==> src/host_if_consts.vh <==
// constants for the dual serial host interface
`ifndef HOST_IF_CONSTS_VH
`define HOST_IF_CONSTS_VH

// ----------------------------------------------------------------
// spi frame layout
// ----------------------------------------------------------------
`define FRAME_BITS      24
`define FRAME_LAST      5'h17
`define RW_BIT          23
`define ADDR_MSB        22
`define ADDR_LSB        16
`define DATA_MSB        15

// ----------------------------------------------------------------
// i2c addressing
// ----------------------------------------------------------------
`define TARGET_ADDR_HI  4'h9
`define GCALL_ADDR      8'h00
`define GCALL_RESET     8'h06
`define BYTE_BITS       4'h8

// ----------------------------------------------------------------
// locked interface type
// ----------------------------------------------------------------
`define IFACE_NONE      2'h0
`define IFACE_SPI       2'h1
`define IFACE_I2C       2'h2

`endif

==> src/serial_host_if.v <==
// spi and i2c host interface to the internal register map
`timescale 1ns/1ps
`include "host_if_consts.vh"

// Functional notes
// - frame select falling starts spi access
// - sample serial input on falling clock
// - short access discarded, no state change
// - three-wire uses first 24 bits only
// - select high: ignore clock, tristate output
// - frame: rw bit, 7-bit address, data
// - readback only with readout pin enabled
// - readback frame echoes rw, address, data
// - output launch edge chosen by select
// - daisy chain uses last 24 bits
// - four-wire non-multiple of 24 discarded
// - i2c target, 7-bit addresses only
// - same protocol at all bus speeds
// - general call 0x06 triggers soft reset
// - receiver acknowledges by holding data low
// - data falling with clock high: start
// - data rising with clock high: stop
// - acknowledge only matching target address or general call
// - direction bit picks transmitter, receiver acks
// - after stop, idle until matching start
// - first protocol used locks interface type
// - address is 1001 plus select pin bits
module serial_host_if (
    // clock and reset
    input  wire        clock,
    input  wire        reset,
    input  wire        clk_en,
    // spi pins
    input  wire        frame_sel_n,
    input  wire        spi_sclk,
    input  wire        spi_sdi,
    output wire        spi_sdo_o,
    output wire        spi_sdo_oe,
    // i2c pins, open drain
    input  wire        scl_i,
    input  wire        sda_i,
    output wire        sda_o,
    output wire        sda_oe,
    input  wire [2:0]  address_select_pin,
    // configuration from the register map
    input  wire        readout_pin_enable,
    input  wire        readout_edge_select,
    // register map port
    output wire        reg_wr,
    output wire        reg_rd,
    output wire [6:0]  reg_addr,
    output wire [15:0] reg_wdata,
    input  wire [15:0] reg_rdata,
    // device control
    output wire        soft_reset,
    output wire [1:0]  iface_type
);
    // ------------------------------------------------------------
    // i2c states
    // ------------------------------------------------------------
    localparam [5:0] S_IDLE = 6'h01;
    localparam [5:0] S_ADDR = 6'h02;
    localparam [5:0] S_AACK = 6'h04;
    localparam [5:0] S_RECV = 6'h08;
    localparam [5:0] S_RACK = 6'h10;
    localparam [5:0] S_SEND = 6'h20;

    // ------------------------------------------------------------
    // pin synchronisers
    // ------------------------------------------------------------
    wire [7:0] pins_s;
    pin_sync #(.W(8)) u_sync (
        .clock     (clock),
        .reset     (reset),
        .clk_en    (clk_en),
        .pin_in    ({address_select_pin, sda_i, scl_i, spi_sdi,
                     spi_sclk, frame_sel_n}),
        .idle_val  (8'hff),
        .level_out (pins_s)
    );
    wire       cs_s   = pins_s[0];
    wire       sclk_s = pins_s[1];
    wire       sdi_s  = pins_s[2];
    wire       scl_s  = pins_s[3];
    wire       sda_s  = pins_s[4];
    wire [2:0] asel_s = pins_s[7:5];

    reg        cs_p_q;
    reg        sclk_p_q;
    reg        scl_p_q;
    reg        sda_p_q;
    always @(posedge clock or posedge reset) begin
        if (reset) begin
            cs_p_q   <= 1'b1;
            sclk_p_q <= 1'b1;
            scl_p_q  <= 1'b1;
            sda_p_q  <= 1'b1;
        end else if (clk_en) begin
            cs_p_q   <= cs_s;
            sclk_p_q <= sclk_s;
            scl_p_q  <= scl_s;
            sda_p_q  <= sda_s;
        end
    end

    wire cs_fall   = cs_p_q & ~cs_s;
    wire cs_rise   = ~cs_p_q & cs_s;
    wire sclk_fall = sclk_p_q & ~sclk_s;
    wire sclk_rise = ~sclk_p_q & sclk_s;
    wire scl_rise  = ~scl_p_q & scl_s;
    wire scl_fall  = scl_p_q & ~scl_s;
    // clock stays high across both conditions
    wire i2c_start = scl_p_q & scl_s & sda_p_q & ~sda_s;
    wire i2c_stop  = scl_p_q & scl_s & ~sda_p_q & sda_s;

    // ------------------------------------------------------------
    // interface lock
    // ------------------------------------------------------------
    reg  [1:0] iface_q;
    wire       spi_allow = (iface_q != `IFACE_I2C);
    wire       i2c_allow = (iface_q != `IFACE_SPI);

    // ------------------------------------------------------------
    // spi receive
    // ------------------------------------------------------------
    reg  [23:0] in_q;
    reg  [23:0] first_q;
    reg  [4:0]  mod_q;
    reg         got_q;
    wire [23:0] in_next = {in_q[22:0], sdi_s};
    wire        spi_act = ~cs_s & spi_allow;

    always @(posedge clock or posedge reset) begin
        if (reset) begin
            in_q    <= 24'h000000;
            first_q <= 24'h000000;
            mod_q   <= 5'h00;
            got_q   <= 1'b0;
        end else if (clk_en) begin
            if (cs_fall) begin
                mod_q <= 5'h00;
                got_q <= 1'b0;
            end else if (spi_act & sclk_fall) begin
                in_q <= in_next;
                if (mod_q == `FRAME_LAST) begin
                    mod_q <= 5'h00;
                    got_q <= 1'b1;
                    if (!got_q)
                        first_q <= in_next;
                end else begin
                    mod_q <= mod_q + 5'h01;
                end
            end
        end
    end

    // short frames never reach got_q, so nothing is acted on
    wire spi_ok = got_q & (~readout_pin_enable | (mod_q == 5'h00));
    // four-wire keeps the newest 24 bits, three-wire the first
    wire [23:0] spi_word = readout_pin_enable ? in_q : first_q;
    wire spi_go   = cs_rise & spi_ok & spi_allow;
    wire spi_read = spi_word[`RW_BIT];

    // ------------------------------------------------------------
    // spi transmit; shifts input through for daisy chaining
    // ------------------------------------------------------------
    reg  [23:0] out_q;
    reg  [7:0]  hdr_q;
    reg         rd_src_spi_q;
    reg         rd_pend_q;
    // no rise launch before the first sample
    wire launch = spi_act & (readout_edge_select ? sclk_fall :
                  (sclk_rise & (got_q | (mod_q != 5'h00))));
    wire launch_bit = readout_edge_select ? sdi_s : in_q[0];

    always @(posedge clock or posedge reset) begin
        if (reset) begin
            out_q <= 24'h000000;
        end else if (clk_en) begin
            if (rd_pend_q & rd_src_spi_q)
                out_q <= {hdr_q, reg_rdata};
            else if (cs_rise)
                out_q <= 24'h000000;
            else if (launch)
                out_q <= {out_q[22:0], launch_bit};
        end
    end

    assign spi_sdo_o  = out_q[23];
    assign spi_sdo_oe = ~cs_s & readout_pin_enable & spi_allow;

    // ------------------------------------------------------------
    // i2c target
    // ------------------------------------------------------------
    reg  [5:0] st_q;
    reg  [7:0] sh_q;
    reg  [3:0] bit_q;
    reg  [1:0] byte_q;
    reg        dir_q;
    reg        gcall_q;
    reg        drive_q;
    reg        ack_ok_q;
    reg  [6:0] cmd_q;
    reg  [7:0] msb_q;
    reg  [15:0] tx_q;
    reg        i2c_wr;
    reg        i2c_rd;
    reg        i2c_rst;
    wire [7:0] sh_next = {sh_q[6:0], sda_s};
    wire       addr_hit = (sh_q[7:1] == {`TARGET_ADDR_HI, asel_s});
    wire       gc_hit   = (sh_q == `GCALL_ADDR);

    always @(posedge clock or posedge reset) begin
        if (reset) begin
            st_q     <= S_IDLE;
            sh_q     <= 8'h00;
            bit_q    <= 4'h0;
            byte_q   <= 2'h0;
            dir_q    <= 1'b0;
            gcall_q  <= 1'b0;
            drive_q  <= 1'b0;
            ack_ok_q <= 1'b0;
            cmd_q    <= 7'h00;
            msb_q    <= 8'h00;
            tx_q     <= 16'h0000;
            i2c_wr   <= 1'b0;
            i2c_rd   <= 1'b0;
            i2c_rst  <= 1'b0;
        end else if (clk_en) begin
            i2c_wr  <= 1'b0;
            i2c_rd  <= 1'b0;
            i2c_rst <= 1'b0;
            if (rd_pend_q & ~rd_src_spi_q)
                tx_q <= reg_rdata;
            if (!i2c_allow) begin
                st_q    <= S_IDLE;
                drive_q <= 1'b0;
            end else if (i2c_start) begin
                st_q    <= S_ADDR;
                bit_q   <= 4'h0;
                drive_q <= 1'b0;
            end else if (i2c_stop) begin
                st_q    <= S_IDLE;
                drive_q <= 1'b0;
            end else begin
                case (st_q)
                    S_ADDR, S_RECV: begin
                        if (scl_rise & (bit_q != `BYTE_BITS)) begin
                            sh_q  <= sh_next;
                            bit_q <= bit_q + 4'h1;
                        end else if (scl_fall & (bit_q == `BYTE_BITS)) begin
                            bit_q <= 4'h0;
                            if (st_q == S_RECV) begin
                                drive_q <= 1'b1;
                                st_q    <= S_AACK;
                            end else if (addr_hit | gc_hit) begin
                                // 10-bit headers never match 1001xxx
                                drive_q <= 1'b1;
                                dir_q   <= sh_q[0] & ~gc_hit;
                                gcall_q <= gc_hit;
                                byte_q  <= 2'h0;
                                st_q    <= S_AACK;
                            end else begin
                                st_q <= S_IDLE;
                            end
                        end
                    end
                    S_AACK: begin
                        if (scl_rise) begin
                            if (gcall_q & ack_ok_q &
                                (sh_q == `GCALL_RESET))
                                i2c_rst <= 1'b1;
                            if (dir_q & (bit_q == 4'h0))
                                i2c_rd <= 1'b1;
                            bit_q <= 4'h0;
                        end else if (scl_fall) begin
                            drive_q <= 1'b0;
                            if (dir_q) begin
                                drive_q <= ~tx_q[15];
                                sh_q    <= tx_q[15:8];
                                bit_q   <= 4'h1;
                                byte_q  <= 2'h1;
                                st_q    <= S_SEND;
                            end else begin
                                st_q <= S_RECV;
                                if (ack_ok_q & ~gcall_q) begin
                                    if (byte_q == 2'h0)
                                        cmd_q <= sh_q[6:0];
                                    else if (byte_q == 2'h1)
                                        msb_q <= sh_q;
                                    else
                                        i2c_wr <= 1'b1;
                                    byte_q <= (byte_q == 2'h2) ? 2'h1 :
                                              byte_q + 2'h1;
                                end
                            end
                        end
                    end
                    S_SEND: begin
                        if (scl_fall) begin
                            if (bit_q == `BYTE_BITS) begin
                                drive_q <= 1'b0;
                                st_q    <= S_RACK;
                            end else begin
                                drive_q <= ~sh_q[6];
                                sh_q    <= {sh_q[6:0], 1'b0};
                                bit_q   <= bit_q + 4'h1;
                            end
                        end
                    end
                    S_RACK: begin
                        if (scl_rise) begin
                            // controller not-acknowledge ends the read
                            if (sda_s)
                                st_q <= S_IDLE;
                        end else if (scl_fall) begin
                            sh_q    <= (byte_q == 2'h1) ? tx_q[7:0] : 8'h00;
                            drive_q <= (byte_q == 2'h1) ? ~tx_q[7] : 1'b1;
                            byte_q  <= 2'h2;
                            bit_q   <= 4'h1;
                            st_q    <= S_SEND;
                        end
                    end
                    default: begin
                        st_q    <= S_IDLE;
                        drive_q <= 1'b0;
                    end
                endcase
            end
            // set once the address byte is acked
            if (i2c_start)
                ack_ok_q <= 1'b0;
            else if ((st_q == S_AACK) & scl_fall)
                ack_ok_q <= 1'b1;
        end
    end

    // same bit-level machine serves every bus speed
    assign sda_o  = 1'b0;
    assign sda_oe = drive_q;

    // ------------------------------------------------------------
    // register port and lock
    // ------------------------------------------------------------
    reg        wr_q;
    reg        rd_q;
    reg [6:0]  addr_q;
    reg [15:0] wdata_q;
    reg        rst_q;

    always @(posedge clock or posedge reset) begin
        if (reset) begin
            wr_q         <= 1'b0;
            rd_q         <= 1'b0;
            addr_q       <= 7'h00;
            wdata_q      <= 16'h0000;
            rst_q        <= 1'b0;
            iface_q      <= `IFACE_NONE;
            hdr_q        <= 8'h00;
            rd_src_spi_q <= 1'b0;
            rd_pend_q    <= 1'b0;
        end else if (clk_en) begin
            wr_q      <= 1'b0;
            rd_q      <= 1'b0;
            rst_q     <= i2c_rst;
            rd_pend_q <= rd_q;
            if (spi_go) begin
                iface_q <= `IFACE_SPI;
                addr_q  <= spi_word[`ADDR_MSB:`ADDR_LSB];
                if (spi_read) begin
                    // a read without the readout pin is dropped
                    rd_q         <= readout_pin_enable;
                    rd_src_spi_q <= 1'b1;
                    hdr_q        <= spi_word[`RW_BIT:`ADDR_LSB];
                end else begin
                    wr_q    <= 1'b1;
                    wdata_q <= spi_word[`DATA_MSB:0];
                end
            end else if (i2c_wr | i2c_rd) begin
                iface_q      <= `IFACE_I2C;
                addr_q       <= cmd_q;
                wr_q         <= i2c_wr;
                rd_q         <= i2c_rd;
                rd_src_spi_q <= 1'b0;
                wdata_q      <= {msb_q, sh_q};
            end else if ((st_q == S_AACK) & i2c_allow) begin
                iface_q <= `IFACE_I2C;
            end
        end
    end

    assign reg_wr     = wr_q;
    assign reg_rd     = rd_q;
    assign reg_addr   = addr_q;
    assign reg_wdata  = wdata_q;
    assign soft_reset = rst_q;
    assign iface_type = iface_q;
endmodule

==> src/pin_sync.v <==
// two-stage synchroniser for asynchronous pin inputs
`timescale 1ns/1ps
module pin_sync #(
    parameter W = 1
) (
    // clock and reset
    input  wire         clock,
    input  wire         reset,
    input  wire         clk_en,
    // pins in, synchronised levels out
    input  wire [W-1:0] pin_in,
    input  wire [W-1:0] idle_val,
    output wire [W-1:0] level_out
);
    reg [W-1:0] meta_q;
    reg [W-1:0] sync_q;

    // ------------------------------------------------------------
    // one synchroniser per bit
    // ------------------------------------------------------------
    genvar i;
    generate
        for (i = 0; i < W; i = i + 1) begin : g_bit
            // flops hold pin xnor idle level, reset is idle
            always @(posedge clock or posedge reset) begin
                if (reset) begin
                    meta_q[i] <= 1'b1;
                    sync_q[i] <= 1'b1;
                end else if (clk_en) begin
                    meta_q[i] <= pin_in[i] ^ ~idle_val[i];
                    sync_q[i] <= meta_q[i];
                end
            end
        end
    endgenerate

    // undo the idle flip
    assign level_out = sync_q ^ ~idle_val;
endmodule

==> config.mk <==
export PLATFORM = sky130hd
export DESIGN_NAME = serial_host_if
export DESIGN_NICKNAME = d
export VERILOG_FILES = /design/src/serial_host_if.v /design/src/pin_sync.v
export VERILOG_INCLUDE_DIRS = /design/src
export SDC_FILE = /design/constraint.sdc
export NUM_CORES = 1
export LEC_CHECK = 0
export ABC_AREA = 1
export BUFFER_PORTS_ARGS = -buffer_cell sky130_fd_sc_hd__buf_2
export CAP_MARGIN = 20
export CORE_UTILIZATION = 55
export CTS_BUF_LIST = sky130_fd_sc_hd__clkbuf_8
export CTS_CLUSTER_SIZE = 30
export DETAILED_ROUTE_END_ITERATION = 16
export PLACE_DENSITY = 0.76
export REMOVE_ABC_BUFFERS = 1
export SKIP_CTS_REPAIR_TIMING = 1
export SLEW_MARGIN = 20
export SYNTH_ARGS = -nofsm -noshare
export SYNTH_HDL_FRONTEND = slang
export SYNTH_SLANG_ARGS = --single-unit
export TNS_END_PERCENT = 20
==> constraint.sdc <==
create_clock -name clock -period 7.5 [get_ports clock]
set_input_delay 1.5 -clock clock [delete_from_list [all_inputs] [get_ports clock]]
set_output_delay 1.5 -clock clock [all_outputs]
set_load 0.01 [all_outputs]
==> load_flow_metrics.sql <==
INSERT INTO impl_metrics (metric_group, metric, value, unit) VALUES
('synthesis', 'syn_inst', '1135', ''),
('power_and_ir_drop', 'switching_share', '0.336', ''),
('critical_path', 'cell_by_cell_trace_of_the_critical_path', 'buf_2 -> inv_1 -> nor2_1 -> buf_2', ''),
('route', 'routed_via_density', '5.35', ''),
('power_and_ir_drop', 'p_leak', '0.00473', 'uW'),
('clock_tree', 'tritoncts.num_buffers', '17', ''),
('critical_path', 'worst_path_slowest_cell', 'sky130_fd_sc_hd__buf_2', ''),
('critical_path', 'critPathKind', 'input port to primary output', ''),
('synthesis', 'synth.most_common_cell', 'sky130_fd_sc_hd__nand2_1', ''),
('sta', 'maxClockFrequency', '275', 'MHz'),
('sta', 'worst-slew-pin-transition', '979', 'ps'),
('global_route', 'overflow', '0', ''),
('route', 'drtAntennaViolNets', '0', ''),
('route', 'detail_route.wl_per_cell', '14.6', 'um'),
('synthesis', 'synth_edf_count', '0', ''),
('critical_path', 'crit_path_max_fanout', '11', ''),
('synthesis', 'post_synth_xor_area_fraction', '0.00283', ''),
('final_layout', 'antenna_cells_inserted', '0', ''),
('sta', 'final_max_slew_viol_count', '0', ''),
('critical_path', 'startpoint_type', 'input port', ''),
('global_route', 'maximum_number_of_pins_on_one_net_before_global_route_repair', '123', ''),
('global_route', 'first_global_vias', '6818', ''),
('route', 'drc', '0', ''),
('run_status', 'outcome', 'completed', ''),
('power_and_ir_drop', 'power.clock.fraction', '0.226', ''),
('global_route', 'grt_pass1_wl', '34.3', 'mm'),
('synthesis', 'synth_warnings', '0', ''),
('power_and_ir_drop', 'p_int', '1800', 'uW'),
('final_layout', 'nets', '1204', ''),
('clock_tree', 'clkLatencyLatePin', '470', 'ps'),
('global_route', 'globalRouteTotalUtil', '0.247', ''),
('synthesis', 'synth-seq-cells', '194', ''),
('power_and_ir_drop', 'total_power', '2710', 'uW'),
('synthesis', 'synth.lib_cells_used.distinct', '42', ''),
('synthesis', 'postSynth.topFlopCell', 'sky130_fd_sc_hd__dfrtp_1', ''),
('critical_path', 'timing.critical_path.arrival', '2130', 'ps'),
('global_route', 'grt_antenna_before_repair', '0', ''),
('clock_tree', 'ctsRootBufferMaster', 'sky130_fd_sc_hd__clkbuf_8', ''),
('run', 'maxCapViolCount', '0', ''),
('synthesis', 'synth_simple_gate_area_share', '0.214', ''),
('placed_design', 'place.detailed.hpwl', '13.8', 'mm'),
('synthesis', 'muxShareOfSynthArea', '0', ''),
('critical_path', 'max_stage_delay', '200', 'ps'),
('sta', 'rsz_0062_raised_after_global_routing', 'false', ''),
('final_layout', 'fill_cell_count', '1452', ''),
('sta', 'final-hold-violation-count', '0', ''),
('clock_tree', 'cts-root-to-sink-buffers', '2', ''),
('die', 'die-height', '132', 'um'),
('clock_tree', 'htree_num_levels', '4', ''),
('critical_path', 'crit_top_cell', 'sky130_fd_sc_hd__buf_2', ''),
('clock_tree', 'tritoncts', 'done', ''),
('synthesis', 'synth_top_family_by_area', 'simple AND/OR/NAND/NOR gates', ''),
('route', 'route.vias.total', '7495', ''),
('synthesis', 'synth_area_leaders', 'sky130_fd_sc_hd__dfrtp_1, sky130_fd_sc_hd__nand2_1, sky130_fd_sc_hd__o21ai_0', ''),
('route', 'count_of_routing_violations_after_the_opening_detailed_route_iteration', '627', ''),
('route', 'finalWirelength', '20.4', 'mm'),
('die', 'overall_die_area', '0.0174', 'mm2'),
('sta', 'max-slew-margin-rel', '0.347', ''),
('sta', 'finalClockSkew', '16.1', 'ps'),
('synthesis', 'post-synth-top-area-cell', 'sky130_fd_sc_hd__dfrtp_1', ''),
('placed_design', 'placement.io_buffers', '59', ''),
('placed_design', 'place.gp.congestion', '0.877', ''),
('synthesis', 'synth_compound_area_frac', '0.165', ''),
('synthesis', 'synth_async_sr_flop_share', '1.00', ''),
('die', 'core_area', '0.0165', 'mm2'),
('min_path', 'min_path_type', 'register to register', ''),
('power_and_ir_drop', 'combinationalPowerShare', '0.238', ''),
('synthesis', 'synth_top_cells_by_count', 'sky130_fd_sc_hd__nand2_1, sky130_fd_sc_hd__dfrtp_1, sky130_fd_sc_hd__o21ai_0', ''),
('final_layout', 'layout-drive-gt1-share', '0.133', ''),
('clock_tree', 'clkSinkCount', '194', ''),
('power_and_ir_drop', 'power_frac_seq', '0.535', '');
==> registers in the layout, indices dropped and copies added, names as in the netlist, 2 cells and up <==
register	flops
bit_q	4
byte_q	2
cmd_q	7
first_q	24
hdr_q	8
iface_type	2
in_q	24
mod_q	5
msb_q	8
out_q	24
reg_addr	7
reg_wdata	16
sh_q	8
st_q	6
tx_q	16
u_sync.meta_q	8
u_sync.sync_q	8
==> worst max-delay path: cells and delay by family <==
family        cells  cell delay [ps]
buf+inv           3              490
simple gates      1              140
==> metrics by stage <==
step                instances   util  setup WS [ps]
global placement         1369  0.583           3660
detailed placement       1369  0.583           3450
floorplan                1085      -            751
CTS                      1400  0.604           3880
finish                   1400  0.604           3870
global route             1400  0.604           3590
==> power groups by stage <==
stage | registers [uW] | logic, uW | clock network (uW)
global placement | 1460 | 627 | 0
floorplan | 1460 | 420 | 0
detailed placement | 1470 | 645 | 0
finish | 1450 | 645 | 612
CTS | 1450 | 649 | 619
global route | 1480 | 739 | 666
==> cells in the final DEF, fill, tap and decap left out, types with 10 or more instances in the layout <==
cell type	instances
sky130_fd_sc_hd__nor2_2	10
sky130_fd_sc_hd__o21ai_0	150
sky130_fd_sc_hd__nand3_1	36
sky130_fd_sc_hd__a21oi_1	23
sky130_fd_sc_hd__o21a_1	10
sky130_fd_sc_hd__dfstp_2	21
sky130_fd_sc_hd__buf_2	59
sky130_fd_sc_hd__dfrtp_1	173
sky130_fd_sc_hd__clkbuf_8	17
sky130_fd_sc_hd__nand2_1	330
sky130_fd_sc_hd__o21ai_2	10
sky130_fd_sc_hd__o22ai_1	25
sky130_fd_sc_hd__o21ai_1	34
sky130_fd_sc_hd__inv_1	136
sky130_fd_sc_hd__nor2_1	62
==> area by class of cell <==
| cell class | count | area, um2 | share of cell area |
|---|---|---|---|
| clock buffers | 17 | 234 | 0.0235 |
| clock inverters | 14 | 103 | 0.0103 |
| inverters | 136 | 518 | 0.0519 |
| multi-input cells | 755 | 3630 | 0.364 |
| flip-flops and latches | 194 | 4880 | 0.489 |
| well taps | 220 | 275 | 0.0276 |
| repair buffers | 64 | 333 | 0.0334 |
==> kinds of logic (layout without fill, tap and decap cells) <==
logic type / Yosys count / after routing
and+or+nand+nor: 469 / 469
AOI/OAI and AO/OA: 275 / 275
DFF: 194 / 194
buffers and inverters: 186 / 231
adders and majority gates: 7 / 7
xor gates and xnor gates: 3 / 3
other: 1 / 1
==> routing by layer <==
layer / track usage / routed length [um]
met4: 0.0749 / 288
met3: 0.0358 / 868
met2: 0.367 / 9110
met5: 0 / 0
met1: 0.375 / 10100
==> final timing paths <==
| kind | start | to | slack, ps | cells after the start |
|---|---|---|---|---|
| max reg2reg | mod_q[0] | reg_wdata[5] | 4160 | 10 |
| min in group asynchronous | reset | in_q[19] | 1180 | 2 |
| max | readout_pin_enable | spi_sdo_oe | 3870 | 4 |
| min | u_sync.meta_q[1] | u_sync.sync_q[1] | 460 | 2 |
| max in group asynchronous | reset | out_q[1] | 4840 | 3 |
| min reg2reg | u_sync.meta_q[1] | u_sync.sync_q[1] | 460 | 2 |
Note: power is estimated with default switching activity, not from simulation.
